==> src/logic/gpc_pkg.sv <==
// Purpose: Shared constants for the gated pulse counter.
// Assumes: 100 MHz crystal clock on aclk.
// Notes:   Byte offsets of the AXI4-Lite register map.
package gpc_pkg;
  // ----------------------------------------------------------------
  // Timing
  // ----------------------------------------------------------------
  localparam int unsigned CLK_HZ      = 100_000_000;
  localparam int unsigned GATE_SHORT_S = 1;
  localparam int unsigned GATE_LONG_S  = 10;
  localparam int unsigned GATE_SHORT_CYC = CLK_HZ * GATE_SHORT_S;
  localparam int unsigned GATE_LONG_CYC  = CLK_HZ * GATE_LONG_S;
  localparam int unsigned ECHO_US     = 25;
  localparam int unsigned ECHO_CYC    = (ECHO_US * (CLK_HZ / 1_000_000));
  localparam int unsigned FLASH_MS    = 50;
  localparam int unsigned FLASH_CYC   = FLASH_MS * (CLK_HZ / 1_000);

  // ----------------------------------------------------------------
  // Display
  // ----------------------------------------------------------------
  localparam int unsigned DIGITS      = 4;
  localparam int unsigned DISP_W      = 4 * DIGITS;

  // ----------------------------------------------------------------
  // Register map
  // ----------------------------------------------------------------
  localparam logic [7:0] OFS_CTRL    = 8'h00;
  localparam logic [7:0] OFS_STATUS  = 8'h04;
  localparam logic [7:0] OFS_RESULT  = 8'h08;
  localparam logic [7:0] OFS_LIVE    = 8'h0C;
  localparam logic [7:0] OFS_IRQ_ST  = 8'h10;
  localparam logic [7:0] OFS_IRQ_CLR = 8'h14;
  localparam logic [7:0] OFS_IRQ_EN  = 8'h18;

  // CTRL fields
  localparam int unsigned CTRL_RUN     = 0;
  localparam int unsigned CTRL_OVRIDE  = 1;
  localparam int unsigned CTRL_LONG    = 2;
  localparam logic [2:0]  CTRL_RESET   = 3'h1;

  // STATUS fields
  localparam int unsigned ST_OVF       = 0;
  localparam int unsigned ST_BATLOW    = 1;
  localparam int unsigned ST_BLANK     = 2;
  localparam int unsigned ST_LONG      = 3;

  // Interrupt fields
  localparam int unsigned IRQ_W        = 3;
  localparam int unsigned IRQ_DONE     = 0;
  localparam int unsigned IRQ_OVF      = 1;
  localparam int unsigned IRQ_BAT      = 2;

  localparam logic [1:0] RESP_OKAY   = 2'h0;
  localparam logic [1:0] RESP_SLVERR = 2'h2;
endpackage

==> src/logic/cnt_if.sv <==
// Purpose: Link between the gate control and the decimal accumulator.
// Assumes: Single clock domain.
// Notes:   clr with inc restarts the count at one.
interface cnt_if #(parameter int unsigned DW = 16);
  logic          clr;
  logic          inc;
  logic [DW-1:0] digits;
  logic          ovf;
  modport ctl (output clr, output inc, input digits, input ovf);
  modport cnt (input clr, input inc, output digits, output ovf);
endinterface

==> src/logic/gated_pulse_counter_display.sv <==
// Purpose: Gated pulse counter with decimal display and AXI4-Lite access.
// Assumes: aclk is the 100 MHz crystal reference; pins are asynchronous.
// Notes:   Gate lengths are parameters so a bench can shorten them.
//
// How it works
// - Pulses are counted over a 1 s or 10 s gate picked by a switch.
// - The gate is an exact count of crystal clock cycles.
// - The result is four decimal digits, at most 9999.
// - A count beyond four digits lights the overflow indicator.
// - Each gate end posts the result and briefly flashes that indicator.
// - Each input pulse is echoed as a positive 25 us output pulse.
// - A gate with no pulses shows a blank display.
// - A low battery input lights the battery indicator.
//
// The register addresses and the AXI4-Lite interface to the registers were decided locally.
module gated_pulse_counter_display
  import gpc_pkg::*;
#(
  parameter int unsigned SHORT_CYC = gpc_pkg::GATE_SHORT_CYC,
  parameter int unsigned LONG_CYC  = gpc_pkg::GATE_LONG_CYC,
  parameter int unsigned FLASH_LEN = gpc_pkg::FLASH_CYC
) (
  // Clock and reset
  input  wire logic                  aclk,
  input  wire logic                  aresetn,
  // Front panel and converter pins
  input  wire logic                  pulse_in,
  input  wire logic                  long_sel_in,
  input  wire logic                  bat_low_in,
  // Display and indicators
  output logic [gpc_pkg::DISP_W-1:0] disp_digits,
  output logic                       disp_blank,
  output logic                       ovf_led,
  output logic                       bat_led,
  output logic                       pulse_echo,
  output logic                       irq,
  // AXI4-Lite write
  input  wire logic [7:0]            s_axi_awaddr,
  input  wire logic                  s_axi_awvalid,
  output logic                       s_axi_awready,
  input  wire logic [31:0]           s_axi_wdata,
  input  wire logic [3:0]            s_axi_wstrb,
  input  wire logic                  s_axi_wvalid,
  output logic                       s_axi_wready,
  output logic [1:0]                 s_axi_bresp,
  output logic                       s_axi_bvalid,
  input  wire logic                  s_axi_bready,
  // AXI4-Lite read
  input  wire logic [7:0]            s_axi_araddr,
  input  wire logic                  s_axi_arvalid,
  output logic                       s_axi_arready,
  output logic [31:0]                s_axi_rdata,
  output logic [1:0]                 s_axi_rresp,
  output logic                       s_axi_rvalid,
  input  wire logic                  s_axi_rready
);
  import gpc_pkg::*;

  // ----------------------------------------------------------------
  // Pin synchronisers
  // ----------------------------------------------------------------
  logic [2:0] sync_r [3];
  logic [2:0] pin_r;
  logic [2:0] pins;

  assign pins = {bat_low_in, long_sel_in, pulse_in};

  genvar p;
  generate
    for (p = 0; p < 3; p++) begin : g_sync
      always_ff @(posedge aclk) begin
        if (!aresetn) begin
          sync_r[p] <= 3'h0;
          pin_r[p]  <= 1'b0;
        end else begin
          sync_r[p] <= {sync_r[p][1:0], pins[p]};
          if (sync_r[p][2] == sync_r[p][1]) begin
            pin_r[p] <= sync_r[p][2];
          end
        end
      end
    end
  endgenerate

  logic pulse_q_r;
  logic pulse_rise;
  logic bat_q_r;

  always_ff @(posedge aclk) begin
    if (!aresetn) begin
      pulse_q_r <= 1'b0;
      bat_q_r   <= 1'b0;
    end else begin
      pulse_q_r <= pin_r[0];
      bat_q_r   <= pin_r[2];
    end
  end

  assign pulse_rise = pin_r[0] & ~pulse_q_r;

  // ----------------------------------------------------------------
  // Registers
  // ----------------------------------------------------------------
  logic [2:0]       ctrl_r;
  logic [IRQ_W-1:0] irq_st_r;
  logic [IRQ_W-1:0] irq_en_r;
  logic [DISP_W-1:0] result_r;
  logic             result_ovf_r;
  logic             long_r;

  // ----------------------------------------------------------------
  // Gate timer
  // ----------------------------------------------------------------
  logic [31:0] gate_cnt_r;
  logic [31:0] gate_len;
  logic        gate_end;
  logic        want_long;

  assign want_long = ctrl_r[CTRL_OVRIDE] ? ctrl_r[CTRL_LONG] : pin_r[1];
  assign gate_len  = long_r ? LONG_CYC : SHORT_CYC;
  assign gate_end  = ctrl_r[CTRL_RUN] && (gate_cnt_r == gate_len - 32'h1);

  always_ff @(posedge aclk) begin
    if (!aresetn) begin
      gate_cnt_r <= 32'h0;
    end else if (!ctrl_r[CTRL_RUN] || gate_end) begin
      gate_cnt_r <= 32'h0;
    end else begin
      gate_cnt_r <= gate_cnt_r + 32'h1;
    end
  end

  // Gate length only changes between gates
  always_ff @(posedge aclk) begin
    if (!aresetn) begin
      long_r <= 1'b0;
    end else if (!ctrl_r[CTRL_RUN] || gate_end) begin
      long_r <= want_long;
    end
  end

  // ----------------------------------------------------------------
  // Accumulator
  // ----------------------------------------------------------------
  cnt_if #(.DW(DISP_W)) acc ();

  assign acc.clr = gate_end || !ctrl_r[CTRL_RUN];
  assign acc.inc = pulse_rise && ctrl_r[CTRL_RUN];

  bcd_counter #(.DIGITS(DIGITS)) u_acc (
    .aclk    (aclk),
    .aresetn (aresetn),
    .bus     (acc)
  );

  always_ff @(posedge aclk) begin
    if (!aresetn) begin
      result_r     <= '0;
      result_ovf_r <= 1'b0;
    end else if (gate_end) begin
      result_r     <= acc.digits;
      result_ovf_r <= acc.ovf;
    end
  end

  // ----------------------------------------------------------------
  // Display and indicators
  // ----------------------------------------------------------------
  logic [31:0] flash_r;

  always_ff @(posedge aclk) begin
    if (!aresetn) begin
      flash_r <= 32'h0;
    end else if (gate_end) begin
      flash_r <= FLASH_LEN;
    end else if (flash_r != 32'h0) begin
      flash_r <= flash_r - 32'h1;
    end
  end

  always_ff @(posedge aclk) begin
    if (!aresetn) begin
      disp_digits <= '0;
      disp_blank  <= 1'b1;
      ovf_led     <= 1'b0;
      bat_led     <= 1'b0;
    end else begin
      disp_digits <= result_r;
      disp_blank  <= (result_r == '0) && !result_ovf_r;
      ovf_led     <= result_ovf_r ^ (flash_r != 32'h0);
      bat_led     <= pin_r[2];
    end
  end

  // ----------------------------------------------------------------
  // Pulse echo
  // ----------------------------------------------------------------
  logic [11:0] echo_r;

  // Input at most 10 kHz, so an echo ends before the next pulse
  always_ff @(posedge aclk) begin
    if (!aresetn) begin
      echo_r     <= 12'h0;
      pulse_echo <= 1'b0;
    end else begin
      if (pulse_rise) begin
        echo_r <= 12'(ECHO_CYC);
      end else if (echo_r != 12'h0) begin
        echo_r <= echo_r - 12'h1;
      end
      pulse_echo <= pulse_rise || (echo_r > 12'h1);
    end
  end

  // ----------------------------------------------------------------
  // Interrupts
  // ----------------------------------------------------------------
  logic [IRQ_W-1:0] irq_set;
  logic [IRQ_W-1:0] irq_clr;
  logic [IRQ_W-1:0] irq_st_nxt;

  assign irq_set    = {pin_r[2] & ~bat_q_r, gate_end & acc.ovf, gate_end};
  assign irq_st_nxt = (irq_st_r & ~irq_clr) | irq_set;

  always_ff @(posedge aclk) begin
    if (!aresetn) begin
      irq_st_r <= '0;
      irq      <= 1'b0;
    end else begin
      irq_st_r <= irq_st_nxt;
      irq      <= |(irq_st_nxt & irq_en_r);
    end
  end

  // ----------------------------------------------------------------
  // AXI4-Lite write channel
  // ----------------------------------------------------------------
  logic [7:0]  aw_addr_r;
  logic [31:0] w_data_r;
  logic [3:0]  w_strb_r;
  logic        aw_got_r;
  logic        w_got_r;
  logic        do_write;
  logic        wr_hit;

  assign do_write = aw_got_r && w_got_r && !s_axi_bvalid;
  assign wr_hit   = (aw_addr_r[7:2] == OFS_CTRL[7:2]) ||
                    (aw_addr_r[7:2] == OFS_IRQ_CLR[7:2]) ||
                    (aw_addr_r[7:2] == OFS_IRQ_EN[7:2]);
  assign irq_clr  = (do_write && aw_addr_r[7:2] == OFS_IRQ_CLR[7:2] &&
                     w_strb_r[0]) ? w_data_r[IRQ_W-1:0] : '0;

  always_ff @(posedge aclk) begin
    if (!aresetn) begin
      aw_got_r      <= 1'b0;
      w_got_r       <= 1'b0;
      aw_addr_r     <= 8'h0;
      w_data_r      <= 32'h0;
      w_strb_r      <= 4'h0;
      s_axi_awready <= 1'b0;
      s_axi_wready  <= 1'b0;
      s_axi_bvalid  <= 1'b0;
      s_axi_bresp   <= RESP_OKAY;
    end else begin
      s_axi_awready <= !aw_got_r && !(s_axi_awvalid && s_axi_awready);
      s_axi_wready  <= !w_got_r && !(s_axi_wvalid && s_axi_wready);
      if (s_axi_awvalid && s_axi_awready) begin
        aw_got_r  <= 1'b1;
        aw_addr_r <= s_axi_awaddr;
      end
      if (s_axi_wvalid && s_axi_wready) begin
        w_got_r  <= 1'b1;
        w_data_r <= s_axi_wdata;
        w_strb_r <= s_axi_wstrb;
      end
      if (do_write) begin
        s_axi_bvalid <= 1'b1;
        s_axi_bresp  <= wr_hit ? RESP_OKAY : RESP_SLVERR;
      end else if (s_axi_bvalid && s_axi_bready) begin
        s_axi_bvalid  <= 1'b0;
        aw_got_r      <= 1'b0;
        w_got_r       <= 1'b0;
        s_axi_awready <= 1'b1;
        s_axi_wready  <= 1'b1;
      end
    end
  end

  always_ff @(posedge aclk) begin
    if (!aresetn) begin
      ctrl_r   <= CTRL_RESET;
      irq_en_r <= '0;
    end else if (do_write && w_strb_r[0]) begin
      if (aw_addr_r[7:2] == OFS_CTRL[7:2]) begin
        ctrl_r <= w_data_r[2:0];
      end
      if (aw_addr_r[7:2] == OFS_IRQ_EN[7:2]) begin
        irq_en_r <= w_data_r[IRQ_W-1:0];
      end
    end
  end

  // ----------------------------------------------------------------
  // AXI4-Lite read channel
  // ----------------------------------------------------------------
  logic [31:0] rd_val;
  logic        rd_hit;

  always_comb begin
    rd_val = 32'h0;
    rd_hit = 1'b1;
    unique case (s_axi_araddr[7:2])
      OFS_CTRL[7:2]:   rd_val = {29'h0, ctrl_r};
      OFS_STATUS[7:2]: rd_val = {28'h0, long_r, disp_blank,
                                 pin_r[2], result_ovf_r};
      OFS_RESULT[7:2]: rd_val = {15'h0, result_ovf_r, result_r};
      OFS_LIVE[7:2]:   rd_val = {15'h0, acc.ovf, acc.digits};
      OFS_IRQ_ST[7:2]: rd_val = {29'h0, irq_st_r};
      OFS_IRQ_CLR[7:2]: rd_val = 32'h0;
      OFS_IRQ_EN[7:2]: rd_val = {29'h0, irq_en_r};
      default:         rd_hit = 1'b0;
    endcase
  end

  always_ff @(posedge aclk) begin
    if (!aresetn) begin
      s_axi_arready <= 1'b0;
      s_axi_rvalid  <= 1'b0;
      s_axi_rdata   <= 32'h0;
      s_axi_rresp   <= RESP_OKAY;
    end else if (s_axi_arvalid && s_axi_arready) begin
      s_axi_arready <= 1'b0;
      s_axi_rvalid  <= 1'b1;
      s_axi_rdata   <= rd_val;
      s_axi_rresp   <= rd_hit ? RESP_OKAY : RESP_SLVERR;
    end else if (s_axi_rvalid && s_axi_rready) begin
      s_axi_rvalid  <= 1'b0;
      s_axi_arready <= 1'b1;
    end else if (!s_axi_rvalid) begin
      s_axi_arready <= 1'b1;
    end
  end
endmodule

==> src/logic/bcd_counter.sv <==
// Purpose: Saturating decimal accumulator, one nibble per digit.
// Assumes: inc is a one-cycle pulse from the same clock.
// Notes:   Holds at all nines and raises ovf until cleared.
module bcd_counter #(
  parameter int unsigned DIGITS = 4
) (
  // Clock and reset
  input  wire logic aclk,
  input  wire logic aresetn,
  // Control side
  cnt_if.cnt        bus
);
  localparam logic [3:0] NINE = 4'h9;

  logic [4*DIGITS-1:0] cnt_r;
  logic [4*DIGITS-1:0] cnt_nxt;
  logic [DIGITS:0]     carry;
  logic                ovf_r;
  logic                full;

  assign carry[0] = 1'b1;

  // ----------------------------------------------------------------
  // Per-digit carry chain
  // ----------------------------------------------------------------
  genvar g;
  generate
    for (g = 0; g < DIGITS; g++) begin : g_dig
      logic [3:0] d;
      assign d = cnt_r[4*g +: 4];
      assign carry[g+1] = carry[g] & (d == NINE);
      assign cnt_nxt[4*g +: 4] = !carry[g] ? d :
                                 (d == NINE) ? 4'h0 : d + 4'h1;
    end
  endgenerate

  assign full = carry[DIGITS];

  always_ff @(posedge aclk) begin
    if (!aresetn) begin
      cnt_r <= '0;
    end else if (bus.clr) begin
      cnt_r <= {{(4*DIGITS-1){1'b0}}, bus.inc};
    end else if (bus.inc && !full) begin
      cnt_r <= cnt_nxt;
    end
  end

  always_ff @(posedge aclk) begin
    if (!aresetn) begin
      ovf_r <= 1'b0;
    end else if (bus.clr) begin
      ovf_r <= 1'b0;
    end else if (bus.inc && full) begin
      ovf_r <= 1'b1;
    end
  end

  assign bus.digits = cnt_r;
  assign bus.ovf    = ovf_r;
endmodule

==> config.mk <==
export PLATFORM = sky130hd
export DESIGN_NAME = gated_pulse_counter_display
export DESIGN_NICKNAME = d
export VERILOG_FILES = /design/src/logic/gpc_pkg.sv /design/src/logic/cnt_if.sv /design/src/logic/gated_pulse_counter_display.sv /design/src/logic/bcd_counter.sv
export SDC_FILE = /design/constraint.sdc
export NUM_CORES = 1
export LEC_CHECK = 0
export BUFFER_PORTS_ARGS = -buffer_cell sky130_fd_sc_hd__clkbuf_2
export CAP_MARGIN = 20
export CELL_PAD_IN_SITES_DETAIL_PLACEMENT = 0
export CELL_PAD_IN_SITES_GLOBAL_PLACEMENT = 1
export CORE_AREA = 2 2 185 187
export DETAILED_ROUTE_END_ITERATION = 6
export DIE_AREA = 0 0 187 189
export PLACE_DENSITY_LB_ADDON = 0.05
export SETUP_SLACK_MARGIN = 0.05
export SYNTH_ARGS = -nofsm -noshare
export SYNTH_HDL_FRONTEND = slang
export SYNTH_SLANG_ARGS = --single-unit
export TNS_END_PERCENT = 100
==> constraint.sdc <==
create_clock -name aclk -period 6.7 [get_ports aclk]
set_input_delay 0.67 -clock aclk [delete_from_list [all_inputs] [get_ports aclk]]
set_output_delay 0.67 -clock aclk [all_outputs]
set_load 0.005 [all_outputs]
== Word level (Yosys, flattened, before mapping) ==
Memory sizes are Yosys's and may differ from the RTL's.
Index checks and enable logic that the tools add are counted.

* Memories kept: 1
* Bits in writable memories: 9
* Register bits after elaboration: 200
* Input port bits: 62
* Output and inout port bits: 62
* Logic and storage cells: 172

{| class="wikitable"
|+ Memory list
! name !! words !! bits a word !! read ports !! clocked after Yosys merged registers in !! write ports !! line !! RTL
|-
| sync_r || 3 || 3 || 3 || 0 || 3 || gated_pulse_counter_display.sv:62 || <nowiki>logic [2:0] sync_r [3];</nowiki>
|}

* Reduce and logical (&&, ||, !) cells: 50
* Order comparisons: 1
* Bitwise logic cells: 17
* Mux-type cells: 38
* $add $sub $neg: 8
* Equality and inequality tests: 17

{| class="wikitable"
|+ Operators by type and width
! kind !! count
|-
| one-hot mux 17 bit (6 select lines) || 1
|-
| two-way mux 23 bit || 2
|-
| adder 32 x 1 -> 32 bit, second input constant || 1
|-
| == test 32 bit || 1
|-
| nonzero test 32 bit || 1
|-
| subtractor 32 x 1 -> 32 bit, second input constant || 1
|-
| subtractor 30 x 1 -> 31 bit, second input constant || 1
|-
| == test 6 x 3 -> 1 bit, second input constant || 5
|-
| two-way mux 30 bit || 1
|-
| two-way mux 12 bit || 2
|-
| two-way mux 1 bit || 22
|-
| logical AND 1 bit || 17
|-
| adder 4 x 1 -> 4 bit, second input constant || 4
|-
| == test 4 bit, second input constant || 4
|-
| zero test 16 bit || 1
|-
| two-way mux 4 bit || 4
|-
| == test 6 x 2 -> 1 bit, second input constant || 2
|-
| > comparator 12 x 1 -> 1 bit, second input constant || 1
|-
| zero test 6 bit || 2
|-
| two-way mux 3 bit || 4
|-
| nonzero test 12 bit || 1
|-
| subtractor 12 x 1 -> 12 bit, second input constant || 1
|-
| AND reduction 2 bit || 5
|-
| nonzero test 2 bit || 5
|-
| other kinds (16) || 42
|}

== Logic depth before layout (Yosys ltp) ==
Gate-level depths: netlist (run 1).

* Word-level depth: 10
* Gate-level depth with buffers: 8

== Hierarchy ==
A second synthesis (run 1) with hierarchy kept.

* Cell total of the unflattened synthesis: 963
* Area, all modules: 8,336.7 µm²

{| class="wikitable"
|+ Modules (own cells, without submodules)
! module !! sequential area each (µm²) !! instances !! cells an instance !! area each (µm²)
|-
| gated_pulse_counter_display || 3,463.3 || 1 || 858 || 7,440.9
|-
| bcd_counter || 340.3 || 1 || 105 || 895.9
|}

== Worst setup path before layout (run 1) ==
OpenSTA, ideal clock, no wires.

* Path kind: input to register
* From: input port s_axi_araddr[4]
* To: register s_axi_rdata[13]
* Arrival time: 2.283 ns
* Data required time: 6.631 ns
* Slack: 4.348 ns
* Cell stages on the path: 6
* Setup time: 0.069 ns
* Path through: clkbuf_1 or4_1 nor3b_1 clkbuf_1 a22oi_1 o21ai_1

* Word-level cells in the longest chain between the ends: 2

{| class="wikitable"
|+ RTL lines
! element !! line !! RTL
|-
| start, declared || gated_pulse_counter_display.sv:49 || <nowiki>input wire logic [7:0] s_axi_araddr,</nowiki>
|-
| == test 6 x 3 -> 1 bit (tied with other cells) || gated_pulse_counter_display.sv:312 || <nowiki>unique case (s_axi_araddr[7:2])</nowiki>
|-
| one-hot mux 17 bit (6 select lines) * || gated_pulse_counter_display.sv:312 ||
|-
| end signal, assigned || gated_pulse_counter_display.sv:334 || <nowiki>s_axi_rdata <= rd_val;</nowiki>
|-
| end, declared || gated_pulse_counter_display.sv:52 || <nowiki>output logic [31:0] s_axi_rdata,</nowiki>
|}

Every way passes the cells marked *; elsewhere a longest branch is shown, timed or not.
A chain may end at the register's enable or synchronous reset.

== Final worst setup path (run 1) ==
* From: register long_r
* To: register gate_cnt_r[26]

* Word-level cells in the longest chain between the ends: 6

{| class="wikitable"
|+ RTL lines
! element !! line !! RTL
|-
| start, declared || gated_pulse_counter_display.sv:109 || <nowiki>logic long_r;</nowiki>
|-
| start signal, assigned || gated_pulse_counter_display.sv:138 || <nowiki>long_r <= want_long;</nowiki>
|-
| two-way mux 30 bit || gated_pulse_counter_display.sv:120 || <nowiki>assign gate_len = long_r ? LONG_CYC : SHORT_CYC;</nowiki>
|-
| subtractor 30 x 1 -> 31 bit || gated_pulse_counter_display.sv:121 || <nowiki>assign gate_end = ctrl_r[CTRL_RUN] && (gate_cnt_r == gate_len - 32'h1);</nowiki>
|-
| == test 32 bit || gated_pulse_counter_display.sv:121 ||
|-
| logical AND 1 bit || gated_pulse_counter_display.sv:121 ||
|-
| logical OR 1 bit || gated_pulse_counter_display.sv:126 || <nowiki>end else if (!ctrl_r[CTRL_RUN] || gate_end) begin</nowiki>
|-
| OR reduction 2 bit (no source line) || -- ||
|-
| end signal, assigned || gated_pulse_counter_display.sv:129 || <nowiki>gate_cnt_r <= gate_cnt_r + 32'h1;</nowiki>
|-
| end, declared || gated_pulse_counter_display.sv:114 || <nowiki>logic [31:0] gate_cnt_r;</nowiki>
|}

Every way passes these cells.

==> summary.md, run 1 <==
| Metric | Value |
|---|---|
| Global-route wire length before repair | about 37000 microns |
| Maximum frequency from static timing analysis | around 330 MHz |
| Setup repair after global routing missed its margin | false |
| Largest fanout on the critical path | 33 |
| Path class of the lowest-slack min-delay path | flip-flop to flip-flop |
| Unique cell type count in the Yosys netlist | 64 |
| CP Data Arrival Time | about 3.3 ns |
| Vias/cell | between 4 and 5 |
| Ys async rst share | 0% |
| Port bufs | 70 |
| Die H | between 150 and 200 microns |
| Top FF cell, synth | sky130_fd_sc_hd__dfxtp_1 |
| Number of setup buffers added after CTS | 0 |
| Synth Warn # | 0 |
| Root buffer cell | sky130_fd_sc_hd__clkbuf_16 |
| Clock latency of the later-clocked register in the worst-skew pair | about 0.44 ns |
| Detailed-route wire length | 22840 microns |
| Internal power of the cells | ~2.2 mW |
| Outcome | complete, no violations |
| Detail Route met2 WL | approximately 10000 microns |
| Final Setup Violations | 0 |
| Full die area | between 0.03 and 0.04 sq mm |
| Static leakage | roughly 3.5 nW |
| Overall via count from detail_route | 6708 |
| Peak ir drop on the vdd network | roughly 0.25 mV |
| Number of cells on the worst reg-to-reg path | 7 |
| Element type at the critical path end | flip-flop |
| Hold Vio Cnt, Final | 0 |
| Launching element type of the critical path | flip-flop |
| Slew Limit Fails | 0 |
| H-tree levels | 4 |
| CTS tree | done |
| End point of the worst hold path | sync_r[2][1]$_SDFF_PN0_ |
| Post-Route Setup TNS | 0 ns |
| Hold bufs inserted after CTS | 0 |
| Syn Std Cell Area | between 0.008 and 0.009 sq mm |
| Net switching component of the power | 1.135 mW |
| Filler cells | roughly 3700 |
| RD Place Congestion | a little over 0.7 |
| Post-CTS Resized | 0 |
| Final std cell area, no fill | about 0.0096 sq mm |
| Part of the Yosys area used for sequential elements | around 46% |
| Remaining design rule violation count | 0 |
| Met1 layer wirelength in the final routing | around 12000 microns |
| Placeable Area | about 0.033 sq mm |
| Cell count of the worst hold path | 1 |
| Share of layout cells above drive strength 1 | between 10% and 20% |
| Number of sinks on the clock net | 190 |
| Hold path start | sync_r[2][0]$_SDFF_PN0_ |
| Reg power frac | about two fifths |
| Switching portion of total power | about a third |
| Die W | 187 microns |
| Final routed wire length divided by cell count | approximately 16 microns |
| HPWL reported at the end of detailed placement | roughly 16000 microns |
| CTS Buf Count | 17 |
| Highest routed layer | met4 |
| Filler-free cell count of the finished design | roughly 1500 |
| Required time at the endpoint of the critical path | about 7.0 ns |
| Number of global-route vias before repair | between 6000 and 7000 |
| Worst hold slack | about 0.43 ns |
| Number of instances in the synthesized netlist | 948 |
| Final min period | around 3.0 ns |
| Clock-pin slew on the worst setup and hold paths | 0.07 ns |
| Worst-case headroom to the max-slew limit | 29.44% |
| Most common library cell in the layout ignoring fill and taps | sky130_fd_sc_hd__dfxtp_1 |
| Flops & latches, synth | 190 |
| Post-layout nets | 1066 |
| Residual antenna-violating net count after detailed routing | 0 |
| Share of total power in the clock network | a little under a third |
| Share of the clock period used by the worst path after layout | 45.08% |
| Commonest non-fill, non-tap cells in the layout | sky130_fd_sc_hd__dfxtp_1, sky130_fd_sc_hd__nand2_1, sky130_fd_sc_hd__nor2_1 |
| Antenna cells | 0 |
| Relative contribution of combinational cells to total power | 27.6% |
| Reg-to-Reg End | gate_cnt_r[26]$_SDFF_PP0_ |
| Overall overflow remaining after global route | 0 |
| Detailed-routing iteration count for the pre-antenna-repair pass | 4 |
| Max-Cap Viols | 0 |
| Standard-cell row count | 67 |
| Number of antenna violations at the first check in global routing | 0 |
| Placed cell area | between 0.009 and 0.01 sq mm |
| Starting utilization of the core area | between 20 and 25% |
| Drt initial violations | 344 |
| Number of enable-type register cells in the synthesized netlist | 0 |
| Maximum number of buffers from clock root to sink | 2 |
| Mean cell area of the mapped netlist | roughly 8.7 sq um |
| GRT Total Usage | a little over an eighth |
| Met3 Wirelength | 702 microns |
| I/O Pins | about 120 |
| Worst reg2reg startpoint | long_r$_SDFFE_PN0P_ |
| Power per unit of standard cell area | 342.7 mW/mm^2 |
| Slack of the worst reg-to-reg path | 3.68 ns |
| Worst setup skew after layout | 0.01378 ns |
| Slew at the pin closest to its max-slew limit | about 1.0 ns |
| Class of the most critical setup path | flip-flop to flip-flop |
| Layout Area Growth over Synthesis | 15.93% |
| Total power | ~3.3 mW |
| Pin count of the biggest net entering global routing | 57 |
| Placed cell count | 1428 |
power groups by stage:
| stage | Clock [mW] | Combinational (mW) | Sequential, mW |
|---|---|---|---|
| 4_1_cts | 1.08 | 0.924 | 1.35 |
| 3_3_place_gp | 0 | 0.926 | 1.38 |
| 5_1_grt | 1.12 | 1.05 | 1.37 |
| 3_5_place_dp | 0 | 0.916 | 1.38 |
| 2_1_floorplan | 0 | 0.737 | 1.35 |
| 6_report | 1.03 | 0.908 | 1.35 |
through the flow:
stage                     worst slack, ns  utilization [%]
final                               3.680            28.81
after global routing                3.439            28.81
after CTS                           3.593            28.81
after detailed placement            3.180            27.05
after global placement              3.215            27.03
after floorplan                     4.348                -
layer usage:
metal,up-vias,GRT usage (%)
met5,-,0
met4,0,3.510
met3,4,2.947
met2,90,21.08
met1,3169,18.22
li1,3445,-
cell type report:
cell class	count	area, sq um	share of cell area, %
clock inverter	13	141.4	1.475
clock buffer	19	442.9	4.620
multi-input combinational	687	4131	43.09
tap	448	560.5	5.846
timing repair buffer	79	417.9	4.359
sequential	190	3804	39.67
inverter	24	90.09	0.9396
critical path, cell delays in order (launching register included):
cell and delay (ns):
sky130_fd_sc_hd__dfxtp_1 0.41, sky130_fd_sc_hd__or4b_1 0.57, sky130_fd_sc_hd__a2111oi_2 0.40, sky130_fd_sc_hd__o2111ai_2 0.16
sky130_fd_sc_hd__buf_4 0.27, sky130_fd_sc_hd__nand2_1 0.49, sky130_fd_sc_hd__buf_4 0.45, sky130_fd_sc_hd__nor2_1 0.09
how the worst max path moves through the flow:
stage                        start                           end  cells after the start
2_1_floorplan      s_axi_araddr[4]  s_axi_rdata[13]$_SDFFE_PN0P_                      6
3_3_place_gp               aresetn     gate_cnt_r[31]$_SDFF_PP0_                      8
3_5_place_dp               aresetn     gate_cnt_r[31]$_SDFF_PP0_                      8
4_1_cts        long_r$_SDFFE_PN0P_     gate_cnt_r[22]$_SDFF_PP0_                      7
5_1_grt        long_r$_SDFFE_PN0P_     gate_cnt_r[24]$_SDFF_PP0_                      7
6_report       long_r$_SDFFE_PN0P_     gate_cnt_r[26]$_SDFF_PP0_                      7
synthesized netlist by cell type (13+ instances only):
library cell               count  area, sq um
sky130_fd_sc_hd__nor2_1       88        330.3
sky130_fd_sc_hd__a22oi_1      15        112.6
sky130_fd_sc_hd__and2_1       31        193.9
sky130_fd_sc_hd__nor3_1       17        85.08
sky130_fd_sc_hd__xnor2_1      19        166.4
sky130_fd_sc_hd__inv_1        24        90.09
sky130_fd_sc_hd__mux2i_1      13        130.1
sky130_fd_sc_hd__nand2_1      88        330.3
sky130_fd_sc_hd__dfxtp_1     190         3804
sky130_fd_sc_hd__o211ai_1     13        97.59
sky130_fd_sc_hd__o21ai_1      45        225.2
sky130_fd_sc_hd__o21ai_0      26        130.1
sky130_fd_sc_hd__a21oi_1      56        280.3
sky130_fd_sc_hd__nand4_1      22        137.6
sky130_fd_sc_hd__nand3_1      32        160.2
sky130_fd_sc_hd__or4_1        15        112.6
sky130_fd_sc_hd__o31ai_1      13        97.59
sky130_fd_sc_hd__buf_4        17        127.6
sky130_fd_sc_hd__or3_1        15        93.84
sky130_fd_sc_hd__xor2_1       35        306.5
sky130_fd_sc_hd__clkbuf_1     32        120.1
logic make-up after synthesis:
logic type / Yosys count / share of synthesized area, %
AO/OA/AOI/OAI: 200 / 14.40
flip-flops: 190 / 45.99
multiplexers: 16 / 2.254
buffers and inverters: 87 / 4.856
other: 1 / 0.04534
adder cells (fa/ha/maj): 5 / 0.7564
XOR/XNOR: 54 / 5.719
AND/OR/NAND/NOR: 395 / 25.98
registers in the layout (all words and copies together), names as in the netlist, 6 cells and up:
register and count:
flash_r 32, gate_cnt_r 32, s_axi_rdata 17, disp_digits 16, result_r 16, u_acc.bus.digits 16, echo_r 12, sync_r 9
aw_addr_r 6
Power figures use the tool's default switching activity.
==> inputs of run 2 (changes only) <==
Clock period 6.7 ns to 2.75 ns, I/O delays scaled along.
==> summary.md, run 2 (synthesis gave the netlist of run 1 again) <==
| Metric | Value |
|---|---|
| Overall via count from detail_route | 6789 (was 6708) |
| Starting utilization of the core area | 24.85% (unchanged) |
| Layout Area Growth over Synthesis | 18.80% (was 15.93%) |
| Element type at the critical path end | flip-flop (unchanged) |
| Detailed-routing iteration count for the pre-antenna-repair pass | 5 (was 4) |
| H-tree levels | 4 (unchanged) |
| Reg-to-Reg End | flash_r[7]$_SDFFE_PP0P_ (was gate_cnt_r[26]$_SDFF_PP0_) |
| GR Util met1 | 17.83% (was 18.22%) |
| HPWL reported at the end of detailed placement | 16220 microns (was 15560 microns) |
| Crit-path cells | or4b_1 > a2111oi_2 > o2111ai_2 > o21ai_1 > buf_12 > a21oi_1 (was or4b_1 > a2111oi_2 > o2111ai_2 > buf_4 > nand2_1 > buf_4 > nor2_1) |
| Port bufs | 70 (unchanged) |
| RD Place Congestion | 0.7113 (was 0.7148) |
| Total power | 8.300 mW (was 3.286 mW) |
| CP Launch Point | gate_cnt_r[12]$_SDFF_PP0_ (was long_r$_SDFFE_PN0P_) |
| Clock-pin slew on the worst setup and hold paths | 0.07 ns (about the same) |
| Number of antenna violations at the first check in global routing | 0 (unchanged) |
| Vias/cell | 4.563 (was 4.595) |
| Post-CTS Resized | 0 (unchanged) |
| Setup repair after global routing missed its margin | false (unchanged) |
| Critical Path Slowest Stage Cell | sky130_fd_sc_hd__or4b_1 (unchanged) |
| Busiest grt layer | met2 (unchanged) |
| Hold bufs inserted after CTS | 0 (unchanged) |
| Placed cell area | 0.009251 sq mm (was 0.009004 sq mm) |
| Drt initial violations | 224 (was 344) |
| Commonest non-fill, non-tap cells in the layout | sky130_fd_sc_hd__dfxtp_1, sky130_fd_sc_hd__nand2_1, sky130_fd_sc_hd__nor2_1 (unchanged) |
| Outcome | complete, no violations (unchanged) |
| Maximum frequency from static timing analysis | 421.9 MHz (was 331.1 MHz) |
| Final std cell area, no fill | 0.009826 sq mm (was 0.009588 sq mm) |
| Placeable Area | 0.03328 sq mm (unchanged) |
| Number of global-route vias before repair | 6426 (was 6556) |
| Remaining design rule violation count | 0 (unchanged) |
| Root buffer cell | sky130_fd_sc_hd__clkbuf_16 (unchanged) |
| Detailed-route wire length | 23080 microns (was 22840 microns) |
| Overall overflow remaining after global route | 0 (unchanged) |
| Post-layout nets | 1094 (was 1066) |
| Final routed wire length divided by cell count | 15.51 microns (was 15.64 microns) |
| Residual antenna-violating net count after detailed routing | 0 (unchanged) |
| Largest registers ranked by flip-flop count | flash_r x32, gate_cnt_r x32, s_axi_rdata x17 (unchanged) |
| Number of cells on the worst reg-to-reg path | 6 (was 7) |
| Number of sinks on the clock net | 190 (unchanged) |
| Worst-case headroom to the max-slew limit | 56.79% (was 29.44%) |
| Pin count of the biggest net entering global routing | 56 (was 57) |
| Static leakage | 3.608 nW (was 3.462 nW) |
| Global Route met3 Usage | 2.428% (was 2.947%) |
| Slowest Stage Delay on Critical Path | 0.57 ns (about the same) |
| Hold path start | bat_low_in (was sync_r[2][0]$_SDFF_PN0_) |
| Antenna cells | 0 (unchanged) |
| Die H | 189 microns (unchanged) |
| Standard-cell row count | 67 (unchanged) |
| I/O Pins | 124 (unchanged) |
| CTS Buf Count | 17 (unchanged) |
| Slew Limit Fails | 0 (unchanged) |
| Met2 usage in global routing | 21.03% (was 21.08%) |
| Clock latency of the later-clocked register in the worst-skew pair | 0.45 ns (was 0.44 ns) |
| WP buf/inv | 1 (was 2) |
| Path class of the lowest-slack min-delay path | input port to flip-flop (was flip-flop to flip-flop) |
| Final Setup Violations | 0 (unchanged) |
| Worst setup skew after layout | 0.01246 ns (was 0.01378 ns) |
| Final min period | 2.370 ns (was 3.020 ns) |
| GRT Total Usage | 13.13% (was 13.29%) |
| Power per unit of standard cell area | 844.7 mW/mm^2 (was 342.7 mW/mm^2) |
| Slack of the worst reg-to-reg path | 0.38 ns (was 3.68 ns) |
| Launching element type of the critical path | flip-flop (unchanged) |
| Filler cells | 3626 (was 3658) |
| Full die area | 0.03534 sq mm (unchanged) |
| Class of the most critical setup path | flip-flop to flip-flop (unchanged) |
| Most common library cell in the layout ignoring fill and taps | sky130_fd_sc_hd__dfxtp_1 (unchanged) |
| Post-Route Setup TNS | 0 ns (unchanged) |
| Worst reg2reg startpoint | gate_cnt_r[12]$_SDFF_PP0_ (was long_r$_SDFFE_PN0P_) |
| CTS tree | done (unchanged) |
| CP Data Arrival Time | 2.70 ns (was 3.33 ns) |
| Peak ir drop on the vdd network | 0.5169 mV (was 0.2513 mV) |
| Largest fanout on the critical path | 24 (was 33) |
| Slew at the pin closest to its max-slew limit | 0.6422 ns (was 1.044 ns) |
| Die W | 187 microns (unchanged) |
| Share of the clock period used by the worst path after layout | 86.20% (was 45.08%) |
| Worst path top cell family by delay | compound AO/OA/AOI/OAI gates (was simple AND/OR/NAND/NOR gates) |
| Cell count of the worst hold path | 2 (was 1) |
| Maximum number of buffers from clock root to sink | 2 (unchanged) |
| Share of layout cells above drive strength 1 | 15.29% (was 12.94%) |
| Number of setup buffers added after CTS | 0 (unchanged) |
| Global-route wire length before repair | 36540 microns (was 37290 microns) |
| End point of the worst hold path | sync_r[2][0]$_SDFF_PN0_ (was sync_r[2][1]$_SDFF_PN0_) |
| Required time at the endpoint of the critical path | 3.08 ns (was 7.01 ns) |
| Hold Vio Cnt, Final | 0 (unchanged) |
| Max-Cap Viols | 0 (unchanged) |
==> run 2: cell count changes in the layout (fill, tap and decap cells not counted) <==
cell | previous run | this run
sky130_fd_sc_hd__buf_4 | 9 | 34
sky130_fd_sc_hd__buf_12 | 0 | 3
sky130_fd_sc_hd__clkinv_2 | 3 | 1
sky130_fd_sc_hd__clkinv_4 | 4 | 2
sky130_fd_sc_hd__inv_6 | 1 | 3
sky130_fd_sc_hd__inv_8 | 0 | 2
sky130_fd_sc_hd__bufinv_16 | 2 | 1
sky130_fd_sc_hd__clkinvlp_4 | 3 | 4
==> run 2: routing by layer <==
metal	share of wire (%)	routed length, microns	up-vias
li1	-	-	3501
met2	45	10430	91
met4	1.5	343	0
met5	0	0	-
met1	51	11760	3177
met3	2.3	539	20
==> run 2: stage by stage <==
step | setup WS (ns) | instances | hold WS [ns] | util [%]
after floorplan | 0.6004 | 964 | 0.4023 | -
after global placement | 0.3503 | 1456 | 0.4157 | 27.80
after detailed placement | 0.3190 | 1456 | 0.4195 | 27.80
after CTS | 0.3148 | 1488 | 0.007834 | 29.52
after global routing | 0.1837 | 1488 | 0.03900 | 29.52
final | 0.3796 | 1488 | 0.03350 | 29.52
==> run 2: cell type report <==
type / count / area (sq um) / area share [%]
multi-input cells: 687 / 4131 / 42.05
flip-flops and latches: 190 / 3804 / 38.71
repair buffers: 107 / 665.6 / 6.774
well taps: 448 / 560.5 / 5.705
clock buffers: 19 / 442.9 / 4.508
clock inverters: 13 / 131.4 / 1.337
inverters: 24 / 90.09 / 0.9168
==> run 2: report_power, final <==
group,internal [mW],switching [mW]
clock,1.30,1.19
combinational,1.08,1.45
sequential,3.02,0.264
total,5.40,2.90
==> run 2: worst max-delay path by stage <==
stage,end,depth (start not counted)
6_report,flash_r[7]$_SDFFE_PP0P_,6
5_1_grt,flash_r[31]$_SDFFE_PP0P_,6
4_1_cts,flash_r[31]$_SDFFE_PP0P_,6
3_5_place_dp,flash_r[31]$_SDFFE_PP0P_,6
3_3_place_gp,flash_r[30]$_SDFFE_PP0P_,6
2_1_floorplan,flash_r[13]$_SDFFE_PP0P_,5
